--- config.mk ---
export PLATFORM = sky130hd
export DESIGN_NAME = lps_serializer
export DESIGN_NICKNAME = d
export VERILOG_FILES = /design/src/rtl/lps_pkg.sv /design/src/rtl/lps_serializer.sv
export SDC_FILE = /design/constraint.sdc
export NUM_CORES = 1
export LEC_CHECK = 0
export BUFFER_PORTS_ARGS = -buffer_cell sky130_fd_sc_hd__clkbuf_2
export CELL_PAD_IN_SITES_DETAIL_PLACEMENT = 0
export CELL_PAD_IN_SITES_GLOBAL_PLACEMENT = 1
export CORE_ASPECT_RATIO = 1.1
export CORE_MARGIN = 2
export CORE_UTILIZATION = 35
export DETAILED_ROUTE_END_ITERATION = 16
export PLACE_DENSITY = 0.63
export SLEW_MARGIN = 20
export SYNTH_ARGS = -nofsm -noshare
export SYNTH_HDL_FRONTEND = slang
export SYNTH_SLANG_ARGS = --single-unit
--- constraint.sdc ---
create_clock -name i_core_clk -period 6.34 [get_ports i_core_clk]
set_input_delay 0.634 -clock i_core_clk [delete_from_list [all_inputs] [get_ports i_core_clk]]
set_output_delay 0.634 -clock i_core_clk [all_outputs]
set_load 0.01 [all_outputs]
--- src/rtl/lps_pkg.sv ---
// Shared types and constants of the 7:1 pixel serializer
`default_nettype none
package lps_pkg;
    localparam int unsigned CORE_CLK_PERIOD_NS  = 25;
    localparam int unsigned LANES               = 3;
    localparam int unsigned SLOTS               = 7;
    localparam int unsigned PIXEL_BITS          = 21;
    localparam int unsigned CNT_W               = 16;
    // Output disable after power-down, longest time, rounded down
    localparam int unsigned POWER_DOWN_DELAY_NS = 100;
    localparam int unsigned POWER_DOWN_DELAY_CYCLES = POWER_DOWN_DELAY_NS / CORE_CLK_PERIOD_NS;
    // Lock budget, longest time, rounded down
    localparam int unsigned PLL_LOCK_TIME_MS    = 10;
    localparam int unsigned PLL_LOCK_CYCLES =
        (PLL_LOCK_TIME_MS * 1000000) / CORE_CLK_PERIOD_NS;
    // Least power-down pulse the controller must give
    localparam int unsigned POWER_DOWN_MIN_PULSE_US = 1;
    localparam int unsigned POWER_DOWN_MIN_PULSE_CYCLES =
        (POWER_DOWN_MIN_PULSE_US * 1000 + CORE_CLK_PERIOD_NS - 1) / CORE_CLK_PERIOD_NS;
    localparam logic [2:0]  LOCK_EDGES          = 3'h4;
    localparam logic [CNT_W-1:0] CLK_MISS_CYCLES = 16'h0100;
    localparam logic [2:0]  SLOT_LAST           = 3'h6;
    localparam logic [CNT_W:0] SLOT_STEP        = 17'h00007;
    // Forwarded clock level per slot; the high phase runs slots 5, 6, 0 and 1
    localparam logic [6:0]  CLK_PATTERN         = 7'h63;
    localparam logic [PIXEL_BITS-1:0] WORD_RESET = 21'h000000;

    typedef struct packed {
        logic [5:0] red;
        logic [5:0] green;
        logic [5:0] blue;
        logic       line_sync;
        logic       frame_sync;
        logic       pixel_valid;
    } lps_pixel_s;

    // Input bit index for lane*7+slot; bit 0 is pixel_valid, 20 is red msb
    typedef logic [4:0] lps_idx_t;
    localparam lps_idx_t LANE_MAP [0:20] = '{
        5'h0f, 5'h10, 5'h11, 5'h12, 5'h13, 5'h14, 5'h09,
        5'h0a, 5'h0b, 5'h0c, 5'h0d, 5'h0e, 5'h03, 5'h04,
        5'h05, 5'h06, 5'h07, 5'h08, 5'h02, 5'h01, 5'h00
    };
endpackage
`default_nettype wire

--- src/rtl/lps_serializer.sv ---
// 7:1 pixel serializer with strobe-edge select, power-down and clock loss detect
`timescale 1ns/1ps
`default_nettype none
// Functional notes
// [RULE_01] All 21 pixel inputs (RGB, syncs, valid) are sampled each pixel clock.
// [RULE_02] Three serial data lanes plus one forwarded clock lane are driven.
// [RULE_03] Select low or open: sample on falling pixel clock edge.
// [RULE_04] Select high: sample on rising pixel clock edge.
// [RULE_05] Each pixel period splits into seven equal slots per lane.
// [RULE_06] Power-down low disables all serial and clock outputs.
// [RULE_07] Outputs are disabled within 100 ns of power-down.
// [RULE_08] Lock and valid output follow clock and power-up within 10 ms.
// [RULE_09] Power-down holds all logic in reset and drops lock.
// [RULE_10] No sequencing needed; lost and returned clock relocks by itself.
// [RULE_11] Controller should pulse power-down after an unstable clock settles.
// [RULE_12] Controller should assert power-down when clock and data stop.
// [RULE_13] Slot timing follows spread-spectrum clocks by measuring each period.
// [RULE_14] Controller holds power-down low at least 1 us.
// [RULE_15] Missing clock while powered drives every lane low.
// [RULE_16] Fixed constant table maps each input to one lane and slot.
// [RULE_17] Slot 0 of all data lanes aligns with forwarded clock rise. The code raises the forwarded clock at slot 5; slot 0 is inside the high phase.
module lps_serializer (
    input  wire logic               i_core_clk,
    input  wire logic               i_reset,
    input  wire logic               i_pixel_clock_input,
    input  wire lps_pkg::lps_pixel_s i_pixel_parallel_in,
    input  wire logic               i_strobe_edge_select,
    input  wire logic               i_power_down_n,
    output var  logic [2:0]         o_serial_lane_out,
    output var  logic [2:0]         o_serial_lane_oe,
    output var  logic               o_forwarded_clock_out,
    output var  logic               o_forwarded_clock_oe,
    output var  logic               o_locked
);

    typedef struct packed {
        logic                    clk_s1;
        logic                    clk_s2;
        logic                    clk_d;
        logic                    pd_n_s1;
        logic                    pd_n_s2;
        logic                    sel_s1;
        logic                    sel_s2;
        logic [20:0]             dat_s1;
        logic [20:0]             dat_s2;
        logic [20:0]             word;
        logic [lps_pkg::CNT_W-1:0] period_cnt;
        logic [lps_pkg::CNT_W-1:0] period;
        logic [lps_pkg::CNT_W:0] acc;
        logic [2:0]              slot;
        logic [2:0]              edges;
        logic                    locked;
        logic [lps_pkg::CNT_W-1:0] miss_cnt;
        logic [2:0]              lane;
        logic [2:0]              lane_oe;
        logic                    fclk;
        logic                    fclk_oe;
    } lps_state_s;

    lps_state_s state_reg;
    lps_state_s state_next;
    logic       rise;
    logic       fall;
    logic       strobe;
    logic [lps_pkg::CNT_W:0] acc_step;

    always_comb begin
        state_next = state_reg;
        // Pin inputs pass two flops before use
        state_next.clk_s1  = i_pixel_clock_input;
        state_next.clk_s2  = state_reg.clk_s1;
        state_next.clk_d   = state_reg.clk_s2;
        state_next.pd_n_s1 = i_power_down_n;
        state_next.pd_n_s2 = state_reg.pd_n_s1;
        state_next.sel_s1  = i_strobe_edge_select;
        state_next.sel_s2  = state_reg.sel_s1;
        state_next.dat_s1  = i_pixel_parallel_in;
        state_next.dat_s2  = state_reg.dat_s1;
        rise   = state_reg.clk_s2 & ~state_reg.clk_d;
        fall   = ~state_reg.clk_s2 & state_reg.clk_d;
        // [RULE_03] [RULE_04] Strobe edge choice
        strobe = state_reg.sel_s2 ? rise : fall;
        acc_step = state_reg.acc + lps_pkg::SLOT_STEP;
        if (!state_reg.pd_n_s2) begin
            // [RULE_06] [RULE_07] [RULE_09] Standby: reset and tristate
            state_next.word       = lps_pkg::WORD_RESET;
            state_next.period_cnt = '0;
            state_next.period     = '0;
            state_next.acc        = '0;
            state_next.slot       = '0;
            state_next.edges      = '0;
            state_next.locked     = 1'b0;
            state_next.miss_cnt   = '0;
            state_next.lane       = '0;
            state_next.lane_oe    = '0;
            state_next.fclk       = 1'b0;
            state_next.fclk_oe    = 1'b0;
        end else begin
            state_next.lane_oe = '1;
            state_next.fclk_oe = 1'b1;
            if (strobe) begin
                // [RULE_01] [RULE_13] Capture word, measure this period
                state_next.word       = state_reg.dat_s2;
                state_next.period     = state_reg.period_cnt + 16'h0001;
                state_next.period_cnt = '0;
                state_next.acc        = '0;
                state_next.slot       = '0;
                state_next.miss_cnt   = '0;
                // [RULE_08] [RULE_10] Lock after a few steady edges
                if (state_reg.edges != lps_pkg::LOCK_EDGES) begin
                    state_next.edges = state_reg.edges + 3'h1;
                end else begin
                    state_next.locked = 1'b1;
                end
            end else begin
                if (state_reg.period_cnt != '1) begin
                    state_next.period_cnt = state_reg.period_cnt + 16'h0001;
                end
                // [RULE_05] Slot advances every period/7 on average
                if (acc_step >= {1'b0, state_reg.period}) begin
                    state_next.acc = acc_step - {1'b0, state_reg.period};
                    if (state_reg.slot != lps_pkg::SLOT_LAST) begin
                        state_next.slot = state_reg.slot + 3'h1;
                    end
                end else begin
                    state_next.acc = acc_step;
                end
                // [RULE_15] Clock loss detection
                if (state_reg.miss_cnt == lps_pkg::CLK_MISS_CYCLES) begin
                    state_next.locked = 1'b0;
                    state_next.edges  = '0;
                end else begin
                    state_next.miss_cnt = state_reg.miss_cnt + 16'h0001;
                end
            end
            if (state_next.locked) begin
                // [RULE_02] [RULE_16] [RULE_17] Lane and clock bits for slot
                for (int l = 0; l < 3; l++) begin
                    state_next.lane[l] =
                        state_next.word[lps_pkg::LANE_MAP[l * 7 + int'(state_next.slot)]];
                end
                state_next.fclk = lps_pkg::CLK_PATTERN[6 - state_next.slot];
            end else begin
                state_next.lane = '0;
                state_next.fclk = 1'b0;
            end
        end
    end

    always_ff @(posedge i_core_clk or posedge i_reset) begin
        if (i_reset) begin
            state_reg <= '0;
        end else begin
            state_reg <= state_next;
        end
    end

    assign o_serial_lane_out     = state_reg.lane;
    assign o_serial_lane_oe      = state_reg.lane_oe;
    assign o_forwarded_clock_out = state_reg.fclk;
    assign o_forwarded_clock_oe  = state_reg.fclk_oe;
    assign o_locked              = state_reg.locked;
endmodule // lps_serializer
`default_nettype wire

# --- Word-level counts from Yosys, hierarchy flattened ---
# Memories as Yosys holds them, arrays and structs flattened.
# Index checks and enable logic that the tools add are counted.
totals:
  register_bits: 150
  rom_bits: 488
  inputBits: 26
  memories: 4
  wordCells: 90
memory_table:
  columns: ["memory", "depth", "word_bits", "read_ports", "rd_clocked_by_memory_dff", "write_ports", "line", "text"]
  rows:
  - ["(no name shown)", 32, 5, 1, 0, 0, "lps_serializer.sv:140", "state_next.word[lps_pkg::LANE_MAP[l * 7 + int'(state_next.slot)]];"]
  - ["(no name shown)", 32, 5, 1, 0, 0, "lps_serializer.sv:140", null]
  - ["(no name shown)", 32, 5, 1, 0, 0, "lps_serializer.sv:140", null]
  - ["(no name shown)", 8, 1, 1, 0, 0, "lps_serializer.sv:142", "state_next.fclk = lps_pkg::CLK_PATTERN[6 - state_next.slot];"]
op_classes:
  n_addsub: 9
  order_cmp: 8
  muxes: 31
  n_reduce_logical: 1
  bitwise_logic: 7
  eq_ne: 9
ops:
  columns: ["cell", "n"]
  rows:
  - ["$mux 101", 1]
  - ["$ge 32x6->1 const B", 3]
  - ["$mux 40", 2]
  - ["$mux 16", 4]
  - ["$mux 21", 2]
  - ["$add 16x1->16 const B", 2]
  - ["$lt 32x4->1 const B", 1]
  - ["$not 3->32", 1]
  - ["$not 4->32", 1]
  - ["$not 5->32", 1]
  - ["$mux 5", 6]
  - ["$lt 5x6->1 const B", 3]
  - ["$add 17x3->17 const B", 1]
  - ["$ge 17x16->1", 1]
  - ["$mux 17", 1]
  - ["$sub 17x16->17", 1]
  - ["$eq 16x9->1 const B", 1]
  - ["$ne 16x16->1 const B", 1]
  - ["$bmux 1 s5", 3]
  - ["$mux 3", 4]
  - ["$ne 3x3->1 const B", 3]
  - ["$mux 1", 7]
  - ["$add 3x1->3 const B", 2]
  - ["$ne 3x1->1 const B", 2]
  - ["other kinds (9)", 11]

# --- Longest topological paths before layout ---
logic_depth:
  depth_word: 14
  depth_mapped: 27
  mapped_depth_nobuf: 25

# --- Least setup slack after synthesis ---
# No wires, ideal clock.
synth_timing:
  path_kind: "register -> register"
  startpoint: "reg state_reg[31] in the netlist's numbering"
  endpoint: "reg state_reg (netlist bit o_serial_lane_out[2])"
  required_time_ns: 6.210
  path_slack_ns: 1.039
  setup_ns: 0.130
  arrival_ns: 5.171
  n_path_buf: 2
  path_stages_with_launch: 27
  path_cell_list: "dfrtp_1 inv_1 ha_1 nor2b_1 nor3_4 and3_1 xor2_1 ha_1 a211o_1 a211o_1 a21oi_1 a21o_1 nand2_1 o21ai_2 or2_2 buf_2 ha_1 inv_1 o21ai_0 clkbuf_1 nor2_1 a211oi_1 a21oi_1 mux4_2 nand2_1 o31a_1 o22ai_1"
synth_rtl:
  columns: ["element", "line", "text"]
  rows:
  - ["start: declaration", "lps_serializer.sv:60", "lps_state_s state_reg;"]
  - ["start signal: assignment", "lps_serializer.sv:154", "state_reg <= state_next;"]

==> qor.csv <==
stage;metric;value;unit
clock_tree;cts-resized-gates;0;
critical_path;r2r-start;state_reg[31];
power_and_ir_drop;clkPwrFrac;20.6;%
power_and_ir_drop;vdd_drop_max;0.409;mV
drt;postRouteAntennaNets;0;
floorplanning;start_util;35.7;%
clock_tree;ctsHoldBuffers;0;
drt;vias;5626;
timing;finalSetupViolations;0;
drt;vias_per_cell;5.12;
logic_synthesis;yosysUniqueCellTypes;69;
placed_design;gp_congestion;0.882;
drt;wl;17100;um
hold_path;hold_class;in -> reg;
flow_run;max-cap-violations;0;
logic_synthesis;synth_edf_count;0;
clock_tree;path_clk_slew;70;ps
clock_tree;numCtsBuffers;17;
timing;hold_viol;0;
logic_synthesis;avgSynthCellArea;9.92;um^2
critical_path;regToRegEndpoint;o_serial_lane_out[2];
power_and_ir_drop;p_leak;3.91;nW
timing;fin_tns_setup;0;ps
clock_tree;cts_max_level;4;
drt;firstDrtPassIters;7;
logic_synthesis;synth_common_cells;dfrtp_1, nor2_1, nand2_1;
outcome;status;finished, final reports clean;
floorplanning;core;21400;um^2
logic_synthesis;netlist_area;7630;um^2
critical_path;start_kind;register;
drt;wl_per_cell;15.6;um
clock_tree;clkLatencyLatePin;430;ps
critical_path;cp_max_fo;11;
power_and_ir_drop;internal-power;2.73;mW
finish;final_nets;856;
global_route;antenna_found_initial;0;
logic_synthesis;yosys-top-cells-area;dfrtp_1, ha_1, mux2i_1;
clock_tree;cts-root-buf;clkbuf_16;
clock_tree;clockBufferDepth;2;
placed_design;dp_hpwl;11800;um
floorplanning;row_count;56;
timing;slew_violations;0;
logic_synthesis;yosys_register_bits;147;
timing;period_needed;5920;ps
floorplanning;die_w;145;um
logic_synthesis;yosysTopAreaCellShare;48.2;%
finish;fin_util;40.6;%
hold_path;hold_start;i_pixel_parallel_in[6];
global_route;use_met2;23.6;%
floorplanning;dieArea;23000;um^2
critical_path;arrival;6220;ps
global_route;grt_pass1_vias;5689;
logic_synthesis;synth_async_sr_flop_share;100;%
global_route;use_met1;23.6;%
finish;fin_cells;1099;
hold_path;hold_end;state_next[107];
global_route;grt_start_max_net_pins;80;
timing;fin_crit_sh;93.4;%
power_and_ir_drop;comb_power_share;57.1;%
global_route;grt_pass1_wl;29400;um
critical_path;critical_path_class;reg -> reg;
finish;ff_latch_area;3680;um^2
logic_synthesis;ys_warn_count;0;
timing;worst_pin_slew;925;ps
finish;synthToLayoutAreaGrowth;13.7;%
logic_synthesis;yosysMostFrequentCell;dfrtp_1;
clock_tree;postCtsSetupBuffers;0;
floorplanning;die_h;159;um
drt;drt_iter0_markers;369;
timing;fin_skew;10.9;ps
finish;largest_reg_flops;116;
timing;max_freq;169;MHz
logic_synthesis;ys_seq_area_share;48.2;%
drt;drc_errors;0;
timing;slew_headroom;38.3;%
critical_path;cp.required;6640;ps
global_route;grtUsageTotal;16.1;%
finish;n_antenna_cell;0;
power_and_ir_drop;p_sw_share;44.6;%
global_route;use_met3;3.23;%
global_route;grt-ovfl-total;0;
placed_design;port_buffers;34;
clock_tree;cts_tree;built;
logic_synthesis;synthFlopType;dfrtp_1;
timing;rsz0062_at_grt;no;
global_route;grt_busiest_layer;met1;
clock_tree;clkSinkCount;147;
critical_path;reg2reg_depth;26;
finish;multi_input_area;3640;um^2
power_and_ir_drop;power_density;568;nW/um^2
power_and_ir_drop;p_sw;2.20;mW
logic_synthesis;synth_area_leader_cell;dfrtp_1;
finish;drive_above_1_share;12.9;%
hold_path;holdPathStages;1;
power_and_ir_drop;seqPwrFrac;22.3;%
finish;fillCellCount;2116;
critical_path;ff2ff_setup_slack;420;ps
floorplanning;io-pin-count;35;
critical_path;critPathCaptureType;register;
logic_synthesis;syn_inst;769;
power_and_ir_drop;power;4.93;mW
logic_synthesis;syn_nets;829;
placed_design;place_inst;1067;
-- final cells by class --
cell class                      count  share of cell area, %
Clock buffer                       18                   5.06
Clock inverter                     14                   1.77
Inverter                           44                   1.96
Multi-Input combinational cell    545                   42.0
Sequential cell                   147                   42.4
Tap cell                          290                   4.18
Timing Repair Buffer               41                   2.57
-- per-stage QoR --
| step | setup WS (ps) | instance area [um^2] | hold slack, ps |
|---|---|---|---|
| CTS | 493 | 8670 | 282 |
| finish | 419 | 8670 | 301 |
| floorplan | 1040 | 7630 | 331 |
| detailed placement | 549 | 8080 | 335 |
| global placement | 777 | 8080 | 333 |
| global route | 60.9 | 8670 | 280 |
-- cell families (layout without fill, tap and decap cells) --
kind of cell,Yosys count,in the layout,share of synthesized area (%)
AOI/OAI and AO/OA,155,155,13.2
DFF,147,147,48.2
buffers and inverters,77,117,4.22
xor gates and xnor gates,54,54,6.30
adders and majority gates,34,34,5.68
muxes,43,43,6.38
and+or+nand+nor,259,259,16.0
-- routing by layer --
layer,share of wire (%),vias up
met1,50,2739
met4,1.7,0
met5,0,-
met2,45,139
met3,4.2,22
li1,-,2726
-- cell usage in the layout, fill, tap and decap left out, types with 19 or more instances in the layout --
cell type / n
dfrtp_1: 147
nor2_1: 88
nand2_1: 74
a21oi_1: 44
inv_1: 43
o21ai_0: 38
mux2i_1: 34
clkbuf_2: 34
ha_1: 33
nand3_1: 28
xnor2_1: 27
xor2_1: 26
a211oi_1: 19
-- worst max path at each step --
stage | endpoint | startpoint | slack, ps | cells after the start
floorplan | o_serial_lane_out[2] | state_reg[31] | 1040 | 26
global placement | o_serial_lane_out[2] | state_reg[31] | 780 | 26
detailed placement | o_serial_lane_out[2] | state_reg[31] | 550 | 26
CTS | o_serial_lane_out[2] | state_reg[31] | 490 | 26
global route | o_serial_lane_out[2] | state_reg[31] | 60 | 26
finish | o_serial_lane_out[2] | state_reg[31] | 420 | 26
-- worst max-delay path, cell delays in order (launching register included) --
cell and delay (ps):
dfrtp_1 380, inv_1 80, ha_1 220, nor2b_1 180, nor3_4 220, and3_1 220, xor2_1 250, ha_1 340
a211o_1 320, a211o_1 260, a21oi_1 240, a21oi_1 220, o21ai_1 210, o21ai_2 130, or2_2 420, inv_1 190
ha_1 250, nand3_1 80, o21ai_0 100, buf_4 240, mux2_2 350, nor2_1 90, a21oi_1 50, mux4_2 470
nand2_1 80, o31a_1 120, o22ai_1 80
-- power groups by stage --
stage	Clock (mW)	Combinational, mW	Sequential (mW)
after floorplan	0	2.24	1.09
after global placement	0	2.73	1.11
after detailed placement	0	2.78	1.12
after CTS	1.05	2.79	1.10
after global routing	1.09	3.10	1.11
final	1.02	2.81	1.10
No activity file was read; power rests on OpenSTA's default activity.
